`src/verilog/see_consts.svh`:
```
// constants for the serial eeprom front end: opcodes, field widths, timing
// assumes inclusion by bare name from the design files
`ifndef SEE_CONSTS_SVH
`define SEE_CONSTS_SVH
// control register bit positions
`define SEE_BIT_SEL      4
`define SEE_BIT_SCLK     5
`define SEE_BIT_SIN      6
`define SEE_BIT_SOUT     7
// two-bit opcodes after the start bit
`define SEE_OP_EXT       2'h0
`define SEE_OP_WRITE     2'h1
`define SEE_OP_READ      2'h2
`define SEE_OP_ERASE     2'h3
// sub-codes of the extended opcode
`define SEE_SUB_DIS      2'h0
`define SEE_SUB_WRALL    2'h1
`define SEE_SUB_ERALL    2'h2
`define SEE_SUB_EN       2'h3
// field lengths
`define SEE_ADDR_BITS    7
`define SEE_DATA_BITS    8
// internal write cycle time in microseconds
`define SEE_WRITE_US     2000
`define SEE_CLK_MHZ      250
`define SEE_CR_RESET     8'h00
`endif

```
`src/verilog/see_pkg.sv`:
```
// types shared by the serial eeprom front end
// assumes nothing beyond a systemverilog compiler
`default_nettype none
package see_pkg;
  // serial front end states
  typedef enum logic [2:0] {
    SEE_IDLE, SEE_SHIFT, SEE_READ, SEE_WAIT, SEE_BUSY
  } see_state_e;
endpackage
`default_nettype wire

```
`src/verilog/see_mem.sv`:
```
// small array memory with registered read data
// assumes a single clock; writes win nothing over reads, read-before-write
`timescale 1ns/1ps
`default_nettype none
module see_mem #(
  parameter int AW = 7,
  parameter int DW = 8
) (
  // clock
  input  wire logic          core_clk,
  // write port
  input  wire logic          wrEn,
  input  wire logic [AW-1:0] wrAddr,
  input  wire logic [DW-1:0] wrData,
  // read port
  input  wire logic [AW-1:0] rdAddr,
  output logic      [DW-1:0] rdData
);
  logic [DW-1:0] mem [0:(1<<AW)-1]; // storage cells, no reset like real cells

  // one write a cycle, read data registered
  always_ff @(posedge core_clk) begin
    if (wrEn) begin
      mem[wrAddr] <= wrData;
    end
    rdData <= mem[rdAddr];
  end
endmodule // see_mem
`default_nettype wire

```
`src/verilog/see_eeprom.sv`:
```
// serial front end of a 128-byte data eeprom behind a bit-bang register
// assumes software drives select, shift clock and serial input by writing
// the control register; the internal cycle runs on core_clk
//
// Decided for this implementation: the address map and the strobed register port.
`timescale 1ns/1ps
`default_nettype none
`include "see_consts.svh"

// Summary of operation
// - erase-all leaves every bit at one
// - erase-all acts only on select falling
// - write-all stores byte to every location
// - write-all needs no prior erase
// - byte erase sets addressed byte to ones
// - select fall after complete instruction starts cycle
// - cycle timed internally, no shift clock
// - instructions ignored while cycle runs
// - select high during cycle: output low
// - cycle end drives output high
// - write and erase refused while disabled
// - address seven bits, data eight, msb first
// - bits 4..7 select, clock, in, out
// - serial input sampled on shift clock rise
// - enable holds until disable instruction
module see_eeprom #(
  parameter int AW        = `SEE_ADDR_BITS,
  parameter int DW        = `SEE_DATA_BITS,
  parameter int CYCLE_CNT = `SEE_WRITE_US * `SEE_CLK_MHZ
) (
  // clock and reset
  input  wire logic         core_clk,
  input  wire logic         rst_b,
  // register port
  input  wire logic [7:0]   regAddr,
  input  wire logic [7:0]   regWrData,
  input  wire logic         regWr,
  input  wire logic         regRd,
  output logic      [7:0]   regRdData,
  // status
  output logic              writeBusy,
  output logic              writeEnabled
);
  localparam int LEN   = 3 + AW + DW; // start, opcode, address, data
  localparam int CW    = $clog2(CYCLE_CNT + 1);
  localparam int WORDS = 1 << AW;

  // refuse geometries the decoder cannot serve
  initial begin
    if (AW != 7 || DW != 8 || CYCLE_CNT < 2) begin
      $error("see_eeprom: unsupported parameters");
    end
  end

  // control register bits written by software
  logic         ctlSel;        // select line
  logic         ctlClk;        // shift clock line
  logic         ctlIn;         // serial input line
  logic         serialOut;     // serial output bit
  logic         prevClk;       // shift clock history for edge find
  logic         prevSel;       // select history for edge find
  logic [LEN-1:0] shiftReg;    // received bits, lsb newest
  logic [4:0]   bitCnt;        // bits received in this frame
  logic [CW-1:0] cycleCnt;     // remaining internal cycle time
  logic [AW-1:0] memWrAddr;    // array write address
  logic [DW-1:0] memWrData;    // array write data
  logic         memWrEn;       // array write strobe
  logic [AW-1:0] sweepAddr;    // address walk for whole-array ops
  logic         sweepAll;      // whole-array operation in progress
  logic [AW-1:0] rdAddrCur;    // read pointer
  logic [DW-1:0] memRd;        // registered read data
  logic [DW-1:0] outShift;     // byte being shifted out
  logic [3:0]   outCnt;        // bits left in outgoing byte
  logic [DW-1:0] opData;       // data for pending write
  logic [AW-1:0] opAddr;       // address for pending write
  see_pkg::see_state_e state;  // front end state

  // decoded edges of the software-driven lines
  logic clkRise;
  logic selFall;
  logic selRise;
  assign clkRise = ctlClk & ~prevClk;
  assign selFall = prevSel & ~ctlSel;
  assign selRise = ctlSel & ~prevSel;

  // frame fields from the shift register
  function automatic logic [1:0] opOf(input logic [LEN-1:0] s,
                                      input logic [4:0] n);
    logic [LEN-1:0] t;
    t = s >> (n - 5'd3);
    opOf = t[1:0];
  endfunction

  // register writes; only the control address responds
  always_ff @(posedge core_clk or negedge rst_b) begin
    if (!rst_b) begin
      ctlSel <= 1'b0;
      ctlClk <= 1'b0;
      ctlIn  <= 1'b0;
    end else if (regWr && regAddr == 8'h00) begin
      ctlSel <= regWrData[`SEE_BIT_SEL];
      ctlClk <= regWrData[`SEE_BIT_SCLK];
      ctlIn  <= regWrData[`SEE_BIT_SIN];
    end
  end

  // read data one cycle later; low nibble zero, unmapped reads zero
  always_ff @(posedge core_clk or negedge rst_b) begin
    if (!rst_b) begin
      regRdData <= `SEE_CR_RESET;
    end else if (regRd && regAddr == 8'h00) begin
      regRdData <= {serialOut, ctlIn, ctlClk, ctlSel, 4'h0};
    end else begin
      regRdData <= 8'h00;
    end
  end

  // line history for edge detection; lines are same-domain registers
  always_ff @(posedge core_clk or negedge rst_b) begin
    if (!rst_b) begin
      prevClk <= 1'b0;
      prevSel <= 1'b0;
    end else begin
      prevClk <= ctlClk;
      prevSel <= ctlSel;
    end
  end

  // main sequencer: shifting, decoding, the internal cycle
  always_ff @(posedge core_clk or negedge rst_b) begin
    if (!rst_b) begin
      state        <= see_pkg::SEE_IDLE;
      shiftReg     <= '0;
      bitCnt       <= 5'd0;
      cycleCnt     <= '0;
      writeEnabled <= 1'b0;
      sweepAll     <= 1'b0;
      sweepAddr    <= '0;
      opData       <= '0;
      opAddr       <= '0;
      rdAddrCur    <= '0;
    end else begin
      unique case (state)
        see_pkg::SEE_IDLE: begin
          bitCnt <= 5'd0;
          if (ctlSel && clkRise && ctlIn) begin
            // start bit seen; begin collecting the frame
            shiftReg <= {{(LEN-1){1'b0}}, 1'b1};
            bitCnt   <= 5'd1;
            state    <= see_pkg::SEE_SHIFT;
          end
        end
        see_pkg::SEE_SHIFT: begin
          if (clkRise && ctlSel && bitCnt < 5'(LEN)) begin
            shiftReg <= {shiftReg[LEN-2:0], ctlIn};
            bitCnt   <= bitCnt + 5'd1;
            // a read switches to data out once the address is in
            if (bitCnt == 5'(2 + AW) &&
                shiftReg[AW:AW-1] == `SEE_OP_READ) begin
              rdAddrCur <= {shiftReg[AW-2:0], ctlIn};
              state     <= see_pkg::SEE_READ;
            end
          end else if (selFall) begin
            state <= see_pkg::SEE_IDLE;
            // only a complete instruction acts on select falling
            if (bitCnt == 5'(3 + AW)) begin
              unique case (opOf(shiftReg, bitCnt))
                `SEE_OP_ERASE: begin
                  if (writeEnabled) begin
                    opAddr   <= shiftReg[AW-1:0];
                    opData   <= '1;
                    sweepAll <= 1'b0;
                    cycleCnt <= CW'(CYCLE_CNT);
                    state    <= see_pkg::SEE_BUSY;
                  end
                end
                `SEE_OP_EXT: begin
                  unique case (shiftReg[AW-1:AW-2])
                    `SEE_SUB_EN:  writeEnabled <= 1'b1;
                    `SEE_SUB_DIS: writeEnabled <= 1'b0;
                    `SEE_SUB_ERALL: begin
                      if (writeEnabled) begin
                        opData    <= '1;
                        sweepAll  <= 1'b1;
                        sweepAddr <= '0;
                        cycleCnt  <= CW'(CYCLE_CNT);
                        state     <= see_pkg::SEE_BUSY;
                      end
                    end
                    default: ;
                  endcase
                end
                default: ;
              endcase
            end else if (bitCnt == 5'(LEN) && writeEnabled) begin
              // data-carrying writes; new data overwrites, no erase needed
              opData   <= shiftReg[DW-1:0];
              opAddr   <= shiftReg[DW+AW-1:DW];
              cycleCnt <= CW'(CYCLE_CNT);
              sweepAddr <= '0;
              if (shiftReg[LEN-2:LEN-3] == `SEE_OP_WRITE) begin
                sweepAll <= 1'b0;
                state    <= see_pkg::SEE_BUSY;
              end else if (shiftReg[LEN-2:LEN-3] == `SEE_OP_EXT &&
                  shiftReg[DW+AW-1:DW+AW-2] == `SEE_SUB_WRALL) begin
                sweepAll <= 1'b1;
                state    <= see_pkg::SEE_BUSY;
              end
            end
          end
        end
        see_pkg::SEE_READ: begin
          // sequential read runs until select drops
          if (selFall) begin
            state <= see_pkg::SEE_IDLE;
          end else if (clkRise && outCnt <= 4'd1) begin
            // advance as the byte is loaded, so the registered read data
            // already hold the next byte when the following load comes
            rdAddrCur <= rdAddrCur + AW'(1);
          end
        end
        see_pkg::SEE_BUSY: begin
          // self-timed on core_clk; serial lines are ignored here
          if (sweepAll && sweepAddr != AW'(WORDS - 1)) begin
            sweepAddr <= sweepAddr + AW'(1);
          end
          if (cycleCnt > CW'(1)) begin
            cycleCnt <= cycleCnt - CW'(1);
          end else begin
            cycleCnt <= '0;
            state    <= see_pkg::SEE_WAIT;
          end
        end
        see_pkg::SEE_WAIT: begin
          // wait for select low so a new frame starts clean
          if (!ctlSel) begin
            state <= see_pkg::SEE_IDLE;
          end
        end
      endcase
    end
  end

  // array write: one word, or one word a cycle while sweeping
  always_ff @(posedge core_clk or negedge rst_b) begin
    if (!rst_b) begin
      memWrEn   <= 1'b0;
      memWrAddr <= '0;
      memWrData <= '0;
    end else begin
      memWrEn   <= (state == see_pkg::SEE_BUSY) &&
                   (sweepAll || cycleCnt == CW'(CYCLE_CNT));
      memWrAddr <= sweepAll ? sweepAddr : opAddr;
      memWrData <= opData;
    end
  end

  // read data shifter: dummy zero then msb first, back to back bytes
  always_ff @(posedge core_clk or negedge rst_b) begin
    if (!rst_b) begin
      outShift <= '0;
      outCnt   <= 4'd0;
    end else if (state != see_pkg::SEE_READ) begin
      outCnt <= 4'd0;
    end else if (clkRise) begin
      if (outCnt <= 4'd1) begin
        outShift <= memRd;
        outCnt   <= 4'(DW);
      end else begin
        outShift <= {outShift[DW-2:0], 1'b0};
        outCnt   <= outCnt - 4'd1;
      end
    end
  end

  // serial output: busy low while selected in cycle, ready high after
  always_ff @(posedge core_clk or negedge rst_b) begin
    if (!rst_b) begin
      serialOut <= 1'b1;
    end else if (state == see_pkg::SEE_BUSY) begin
      serialOut <= ctlSel ? 1'b0 : serialOut;
    end else if (state == see_pkg::SEE_READ) begin
      serialOut <= (outCnt == 4'd0) ? 1'b0 : outShift[DW-1];
    end else begin
      serialOut <= 1'b1;
    end
  end

  assign writeBusy = (state == see_pkg::SEE_BUSY);

  // array storage
  see_mem #(
    .AW (AW),
    .DW (DW)
  ) u_mem (
    .core_clk (core_clk),
    .wrEn     (memWrEn),
    .wrAddr   (memWrAddr),
    .wrData   (memWrData),
    .rdAddr   (rdAddrCur),
    .rdData   (memRd)
  );

  logic unusedSelRise;
  assign unusedSelRise = selRise;
endmodule // see_eeprom
`default_nettype wire

```
`config.mk`:
```
export PLATFORM = sky130hd
export DESIGN_NAME = see_eeprom
export DESIGN_NICKNAME = d
export VERILOG_FILES = /design/src/verilog/see_pkg.sv /design/src/verilog/see_mem.sv /design/src/verilog/see_eeprom.sv
export VERILOG_INCLUDE_DIRS = /design/src /design/src/verilog
export SDC_FILE = /design/constraint.sdc
export NUM_CORES = 1
export LEC_CHECK = 0
export BUFFER_PORTS_ARGS = -buffer_cell sky130_fd_sc_hd__buf_2
export CORE_ASPECT_RATIO = 2
export CORE_MARGIN = 4
export CORE_UTILIZATION = 30
export CTS_BUF_LIST = sky130_fd_sc_hd__clkbuf_8
export DETAILED_ROUTE_END_ITERATION = 8
export PLACE_DENSITY = 0.44
export SLEW_MARGIN = 20
export SYNTH_ARGS = -nofsm -noshare
export SYNTH_HDL_FRONTEND = slang
export SYNTH_SLANG_ARGS = --single-unit
```
`constraint.sdc`:
```
create_clock -name core_clk -period 8.15 [get_ports core_clk]
set_input_delay 1.63 -clock core_clk [delete_from_list [all_inputs] [get_ports core_clk]]
set_output_delay 1.63 -clock core_clk [all_outputs]
set_load 0.1 [all_outputs]
```
==> impl_metrics.yaml, run 1 <==
logic_synthesis:
  synth_edf_count: 1024
  synthArstFlopShare_pct: 9.948
  synth_seq_area_share_pct: 73.12
  synth-seq-cells: 1146
  synth_cells: 2638
  synth_ff_type: "edfxtp_1"
  synth.distinct_cells: 78
  yosys_warnings: 0
  avgSynthCellArea_sq_um: 17.50
  syn_area_sq_um: 46180
grt:
  grt_max_degree: 102
  overflow: 0
  antenna_found_initial: 1
  grt_use_total_pct: 16.43
  grt_pass1_wl_um: 191500
  grt_pass1_vias: 26450
floorplan:
  num_rows: 203
  die_h_um: 562.8
  die-area_sq_um: 160600
  start_util_pct: 30.20
  io_pins: 30
  coreArea_sq_um: 152900
  die_x_um: 285.4
setup_path:
  crit_required_ns: 6.52
  path_cells: "nor2_1 > nand2_1 > inv_1 > buf_2"
  worst-setup-path-type: "reg -> out"
  r2r-end: "cycleCnt[10]$_DFFE_PN0P_"
  cpMaxStageDelayCell: "inv_1"
  worst_ep_arrival_time_ns: 3.37
  cp-start-kind: "flop"
  reg2reg_from: "bitCnt[0]$_DFFE_PN0P_"
  critPathMaxFanout: 18
  setup.worst_path.end_class: "primary output"
  reg2regPathDepth: 14
  r2r_setup_slack_ns: 3.47
  max_stage_delay_ns: 0.66
routing:
  drtIter0Drc: 1673
  firstDrtPassIters: 5
  vias_per_cell: 5.026
  drt.antenna.violating_nets: 0
  wirelength_um: 133900
  wl_per_cell_um: 27.41
  drc_errors: 0
  vias: 24550
timing:
  slew_violations: 0
  hold_violations: 0
  setup_viol_count_final: 0
  period_needed_ns: 5.001
  max_freq_mhz: 200.0
  finalCritPeriodShare_pct: 61.36
  rsz0062_at_grt: "false"
  worst_slew_pin_slew_ns: 1.098
  finClkSkew_ns: 0.03808
  finalSetupTns_ns: 0
  maxSlewHeadroom_pct: 26.83
placed_design:
  portBuffers: 20
  dp_hpwl_um: 84630
  dp.cells: 4597
  gp_congestion: 0.8416
  place_area_sq_um: 48280
clocking:
  cts-root-buf: "clkbuf_8"
  cts_tree: "built"
  insertion_delay_ns: 0.84
  cts.sinks: 1146
  cts_max_path_buffers: 4
  post-cts-setup-buffer-count: 0
  cts.repair.resized: 0
  clkTransAtPathRegs_ns: 0.07
  cts_hold_buf: 0
  cts-buffers-inserted: 164
  htreeDepth: 4
pwr:
  powerDensity_nw_per_um2: 209.0
  vdd_drop_max_mv: 0.1344
  p_leak_nw: 13.49
  power.total_mw: 10.73
run_status:
  status: "finished, final reports clean"
finish:
  drive_gt1_share_pct: 17.44
  finalNonFillerCells: 4884
  area_growth_pct: 11.16
  design_area_sq_um: 51330
  fin_nets: 2749
worst_hold_path:
  min_to: "memWrData[4]$_DFF_PN0_"
  min_path_type: "reg -> reg"
  holdPathStages: 0
  hp-start: "opData[4]$_DFFE_PN0P_"
job:
  cap_violations: 0
==> layout make-up <==
type / instances / area (sq um)
multi-input cells: 1317 / 11380
diodes: 1 / 2.502
clock buffers: 170 / 2340
fillers: 14900 / 101600
repair buffers: 61 / 467.9
clock inverters: 115 / 678.2
inverters: 24 / 91.34
flip-flops and latches: 1146 / 33800
well taps: 2050 / 2565
==> power breakdown <==
part / leakage, nW / total (mW) / switching, mW / internal, mW
combinational: 3.06 / 0.0306 / 0.0249 / 0.00572
sequential: 8.68 / 6.31 / 0.00200 / 6.31
clock: 1.75 / 4.39 / 2.20 / 2.19
==> cells by family after synthesis <==
group	synth area share [%]
AO/OA/AOI/OAI	5.847
XOR/XNOR	0.07588
adder cells (fa/ha/maj)	0.4064
buffers and inverters	2.382
flip-flops	73.12
multiplexers	13.43
other	0.008121
AND/OR/NAND/NOR	4.731
==> layout by cell type, fill, tap and decap left out, types with 13 or more instances in the layout <==
master,Yosys,final
a211oi_1,27,27
a21oi_1,112,111
a221oi_1,29,29
a22oi_1,31,31
a31oi_1,17,17
buf_2,28,19
buf_4,12,38
clkbuf_8,0,170
clkinv_1,0,31
clkinv_2,0,24
dfrtp_1,113,101
edfxtp_1,1024,1024
ha_1,15,15
inv_1,24,74
mux2i_1,204,204
mux4_2,174,174
nand2_1,148,145
nand2b_1,13,13
nand3_1,34,31
nor2_1,207,206
nor3_1,26,26
o21ai_0,68,68
o221ai_1,17,17
o22ai_1,16,16
==> registers in the layout (all words and copies together) (netlist names), 8 cells and up <==
signal,cells
memWrData,8
u_mem.mem,1024
outShift,8
shiftReg,18
cycleCnt,19
opData,8
u_mem.rdData,8
==> critical path: cells and delay by family, from the launching register on <==
kind	cells	cell delay, ns
buf+inv	2	1.21
simple gates	2	0.80
flops	1	0.54
==> metal layers <==
metal,GRT usage [%],part of all wire (%)
met5,0,0
met4,6.782,4.2
met3,1.777,3.1
met2,33.49,59
met1,16.61,34
==> Yosys cell counts, drive strengths merged, types with 8 or more instances <==
master     n  share of area, %
nand2b    13              0.18
nor2b     15              0.20
edfxtp  1024                67
mux2i    204               4.4
ha        15              0.41
a22oi     31              0.50
nand3     34              0.37
o21ai     82              0.91
dfxtp      8              0.35
buf       83               1.6
a221oi    30              0.58
o22a       8              0.15
dfrtp    113               6.1
nand2    149               1.2
mux4     178               8.7
o32a       8              0.17
o211ai     8              0.13
nor2     210               1.8
clkbuf    71              0.58
mux2      12              0.29
o221ai    17              0.32
nor3      26              0.28
o22ai     16              0.22
a21oi    112               1.2
a31oi     17              0.23
inv       24              0.20
a211oi    27              0.44
==> per-stage QoR <==
stage / hold slack [ns] / utilization (%) / setup slack, ns
2_1_floorplan: 0.3543 / - / 4.221
3_3_place_gp: 0.3651 / 31.58 / 3.453
3_5_place_dp: 0.3659 / 31.58 / 3.490
4_1_cts: 0.3565 / 33.55 / 2.953
5_1_grt: 0.3790 / 33.57 / 2.908
6_report: 0.3625 / 33.57 / 3.149
==> how the worst max path moves through the flow <==
stage                           from                       end  slack (ns)  cells after the start
5_1_grt         state[0]$_DFFE_PN0P_                 writeBusy        2.91                      4
4_1_cts         state[0]$_DFFE_PN0P_                 writeBusy        2.95                      4
3_5_place_dp   bitCnt[0]$_DFFE_PN0P_  cycleCnt[10]$_DFFE_PN0P_        3.49                     14
6_report        state[0]$_DFFE_PN0P_                 writeBusy        3.15                      4
2_1_floorplan  bitCnt[0]$_DFFE_PN0P_  cycleCnt[10]$_DFFE_PN0P_        4.22                     18
3_3_place_gp   bitCnt[0]$_DFFE_PN0P_  cycleCnt[10]$_DFFE_PN0P_        3.45                     14
No activity file was read; power rests on OpenSTA's default activity.
==> run 2: changes to the inputs <==
--- a/config.mk
+++ b/config.mk
@@ -12,7 +12,7 @@
 export CORE_UTILIZATION = 30
 export CTS_BUF_LIST = sky130_fd_sc_hd__clkbuf_8
 export DETAILED_ROUTE_END_ITERATION = 8
-export PLACE_DENSITY = 0.44
+export PLACE_DENSITY = 0.45
 export SLEW_MARGIN = 20
 export SYNTH_ARGS = -nofsm -noshare
 export SYNTH_HDL_FRONTEND = slang
==> constraint.sdc (replaced) <==
create_clock -name core_clk -period 4.3 [get_ports core_clk]
set_input_delay 0.86 -clock core_clk [delete_from_list [all_inputs] [get_ports core_clk]]
set_output_delay 0.86 -clock core_clk [all_outputs]
set_load 0.1 [all_outputs]
==> run 2 against run 1 <==
Effect of this change: critical endpoint is now cycleCnt[10]$_DFFE_PN0P_; worst setup slack got worse by 2.6 ns; register-to-register slack got worse by 3.0 ns; total power grew 91%; sequential power up 90%; non-clock buffer count increased by 87; worst hold slack worse by 0.30 ns; final area up 1.5%; highest routed layer unchanged; wire length is 2.2% higher; clock power up 93%; critical path type is now reg -> reg.
==> impl_metrics.yaml, run 2 (synthesis results as in run 1) <==
finish:
  regMostFlops: "u_mem.mem"
  layout.cells.most_common: "edfxtp_1"
  regArea_sq_um: 33800
  area_growth_pct: 12.82
  multiInputGateArea_sq_um: 11350
  fill_cells: 14840
  fin_nets: 2836
  drive_gt1_share_pct: 19.94
  reg.largest.list: "u_mem.mem x1024, cycleCnt x19, shiftReg x18"
  largest_reg_flops: 1024
  layout_common_cells: "1024 x edfxtp_1, 206 x nor2_1, 204 x mux2i_1"
setup_path:
  reg2regPathDepth: 12
  cp-start-kind: "flop"
  r2r-end: "cycleCnt[10]$_DFFE_PN0P_"
  cpMaxStageDelayCell: "mux4_2"
  worst-setup-path-type: "reg -> reg"
  r2r_setup_slack_ns: 0.51
  worst_ep_arrival_time_ns: 4.49
  crit_start: "bitCnt[1]$_DFFE_PN0P_"
  max_stage_delay_ns: 0.51
  path_cells: "ha_1 > buf_4 > mux4_2 > a211o_1 > a32o_1 > inv_1 > ha_1 > o21ai_0 > a32oi_1 > o22a_1 > o21ai_0 > a22o_1"
  setup.worst_path.end_class: "flop"
  critPathMaxFanout: 9
  crit_required_ns: 5.00
  reg2reg_from: "bitCnt[1]$_DFFE_PN0P_"
floorplan:
  die-area_sq_um: 160600
  die_h_um: 562.8
  io_pins: 30
  num_rows: 203
  start_util_pct: 30.20
  coreArea_sq_um: 152900
  die_x_um: 285.4
grt:
  overflow: 0
  grt_pass1_wl_um: 195400
  antenna_found_initial: 1
  grt_pass1_vias: 26880
  grt_use_total_pct: 16.83
  grt_max_degree: 82
clocking:
  cts_max_path_buffers: 4
  insertion_delay_ns: 0.85
  clkTransAtPathRegs_ns: 0.08
  cts.sinks: 1146
  htreeDepth: 4
  post-cts-setup-buffer-count: 0
  cts.repair.resized: 0
  cts-root-buf: "clkbuf_8"
  cts_tree: "built"
  cts-buffers-inserted: 164
  cts_hold_buf: 0
pwr:
  vdd_drop_max_mv: 0.2895
  power.total_mw: 20.50
  p_leak_nw: 13.95
  powerDensity_nw_per_um2: 393.6
routing:
  firstDrtPassIters: 5
  wirelength_um: 136800
  drt.antenna.violating_nets: 0
  drc_errors: 0
  wl_per_cell_um: 27.56
  vias: 24950
  drtIter0Drc: 1780
  vias_per_cell: 5.025
timing:
  whs_ns: 0.06675
  setup_viol_count_final: 0
  finalCritPeriodShare_pct: 88.22
  max_freq_mhz: 263.6
  finalSetupTns_ns: 0
  setup_slack_ns: 0.5067
  hold_violations: 0
  slew_violations: 0
  worst_slew_pin_slew_ns: 1.070
  maxSlewHeadroom_pct: 28.43
  period_needed_ns: 3.793
  rsz0062_at_grt: "false"
  finClkSkew_ns: 0.04842
worst_hold_path:
  min_path_type: "in -> async"
placed_design:
  portBuffers: 20
  place_ws_ns: 0.5247
  dp_hpwl_um: 90780
  gp_congestion: 0.8306
run_status:
  status: "finished, final reports clean"
job:
  cap_violations: 0
-- run 2: changes by cell type in the layout (fill, tap and decap cells not counted), sizes merged --
cell,change
inv,-11
clkbuf,+3
clkinvlp,-1
bufinv,+2
clkinv,+1
buf,+87
-- run 2: layout make-up --
cell class,count,share of cell area (%)
multi-input cells,1317,21.79
diodes,1,0.004804
well taps,2050,4.924
repair buffers,148,2.306
clock inverters,106,1.340
clock buffers,173,4.571
flip-flops and latches,1146,64.89
inverters,24,0.1753
-- run 2: per-layer routing --
| layer | global-route usage, % | part of all wire, % | vias up |
|---|---|---|---|
| met3 | 1.805 | 3.5 | 296 |
| met5 | 0 | 0 | - |
| li1 | - | - | 10850 |
| met1 | 16.99 | 33 | 13070 |
| met2 | 32.73 | 56 | 736 |
| met4 | 10.29 | 6.8 | 0 |
-- run 2: power breakdown --
part | internal [mW] | switching (mW) | total [mW]
Sequential | 12.0 | 0.00417 | 12.0
Clock | 4.31 | 4.18 | 8.49
Combinational | 0.00955 | 0.0459 | 0.0554
-- run 2: through the flow --
stage	std cells	utilization, %	instance area (sq um)
2_1_floorplan	2641	-	46190
3_3_place_gp	4685	32.05	49010
3_5_place_dp	4685	32.05	49010
4_1_cts	4964	34.07	52090
5_1_grt	4965	34.07	52100
6_report	4965	34.07	52100
-- run 2: worst max-delay path: cells and delay by family (launching register included) --
kind / cells / cell delay (ns)
fa+ha+maj: 2 / 0.57
compound gates: 7 / 1.84
buf+inv: 2 / 0.27
mux: 1 / 0.51
flops: 1 / 0.45
-- run 2: worst max path at each step --
stage / endpoint / slack [ns] / cells after the start
floorplan: cycleCnt[10]$_DFFE_PN0P_ / 0.37 / 18
global placement: sweepAll$_DFFE_PN0P_ / 0.48 / 13
detailed placement: cycleCnt[10]$_DFFE_PN0P_ / 0.52 / 12
CTS: cycleCnt[10]$_DFFE_PN0P_ / 0.49 / 12
global route: sweepAll$_DFFE_PN0P_ / 0.28 / 13
finish: cycleCnt[10]$_DFFE_PN0P_ / 0.51 / 12
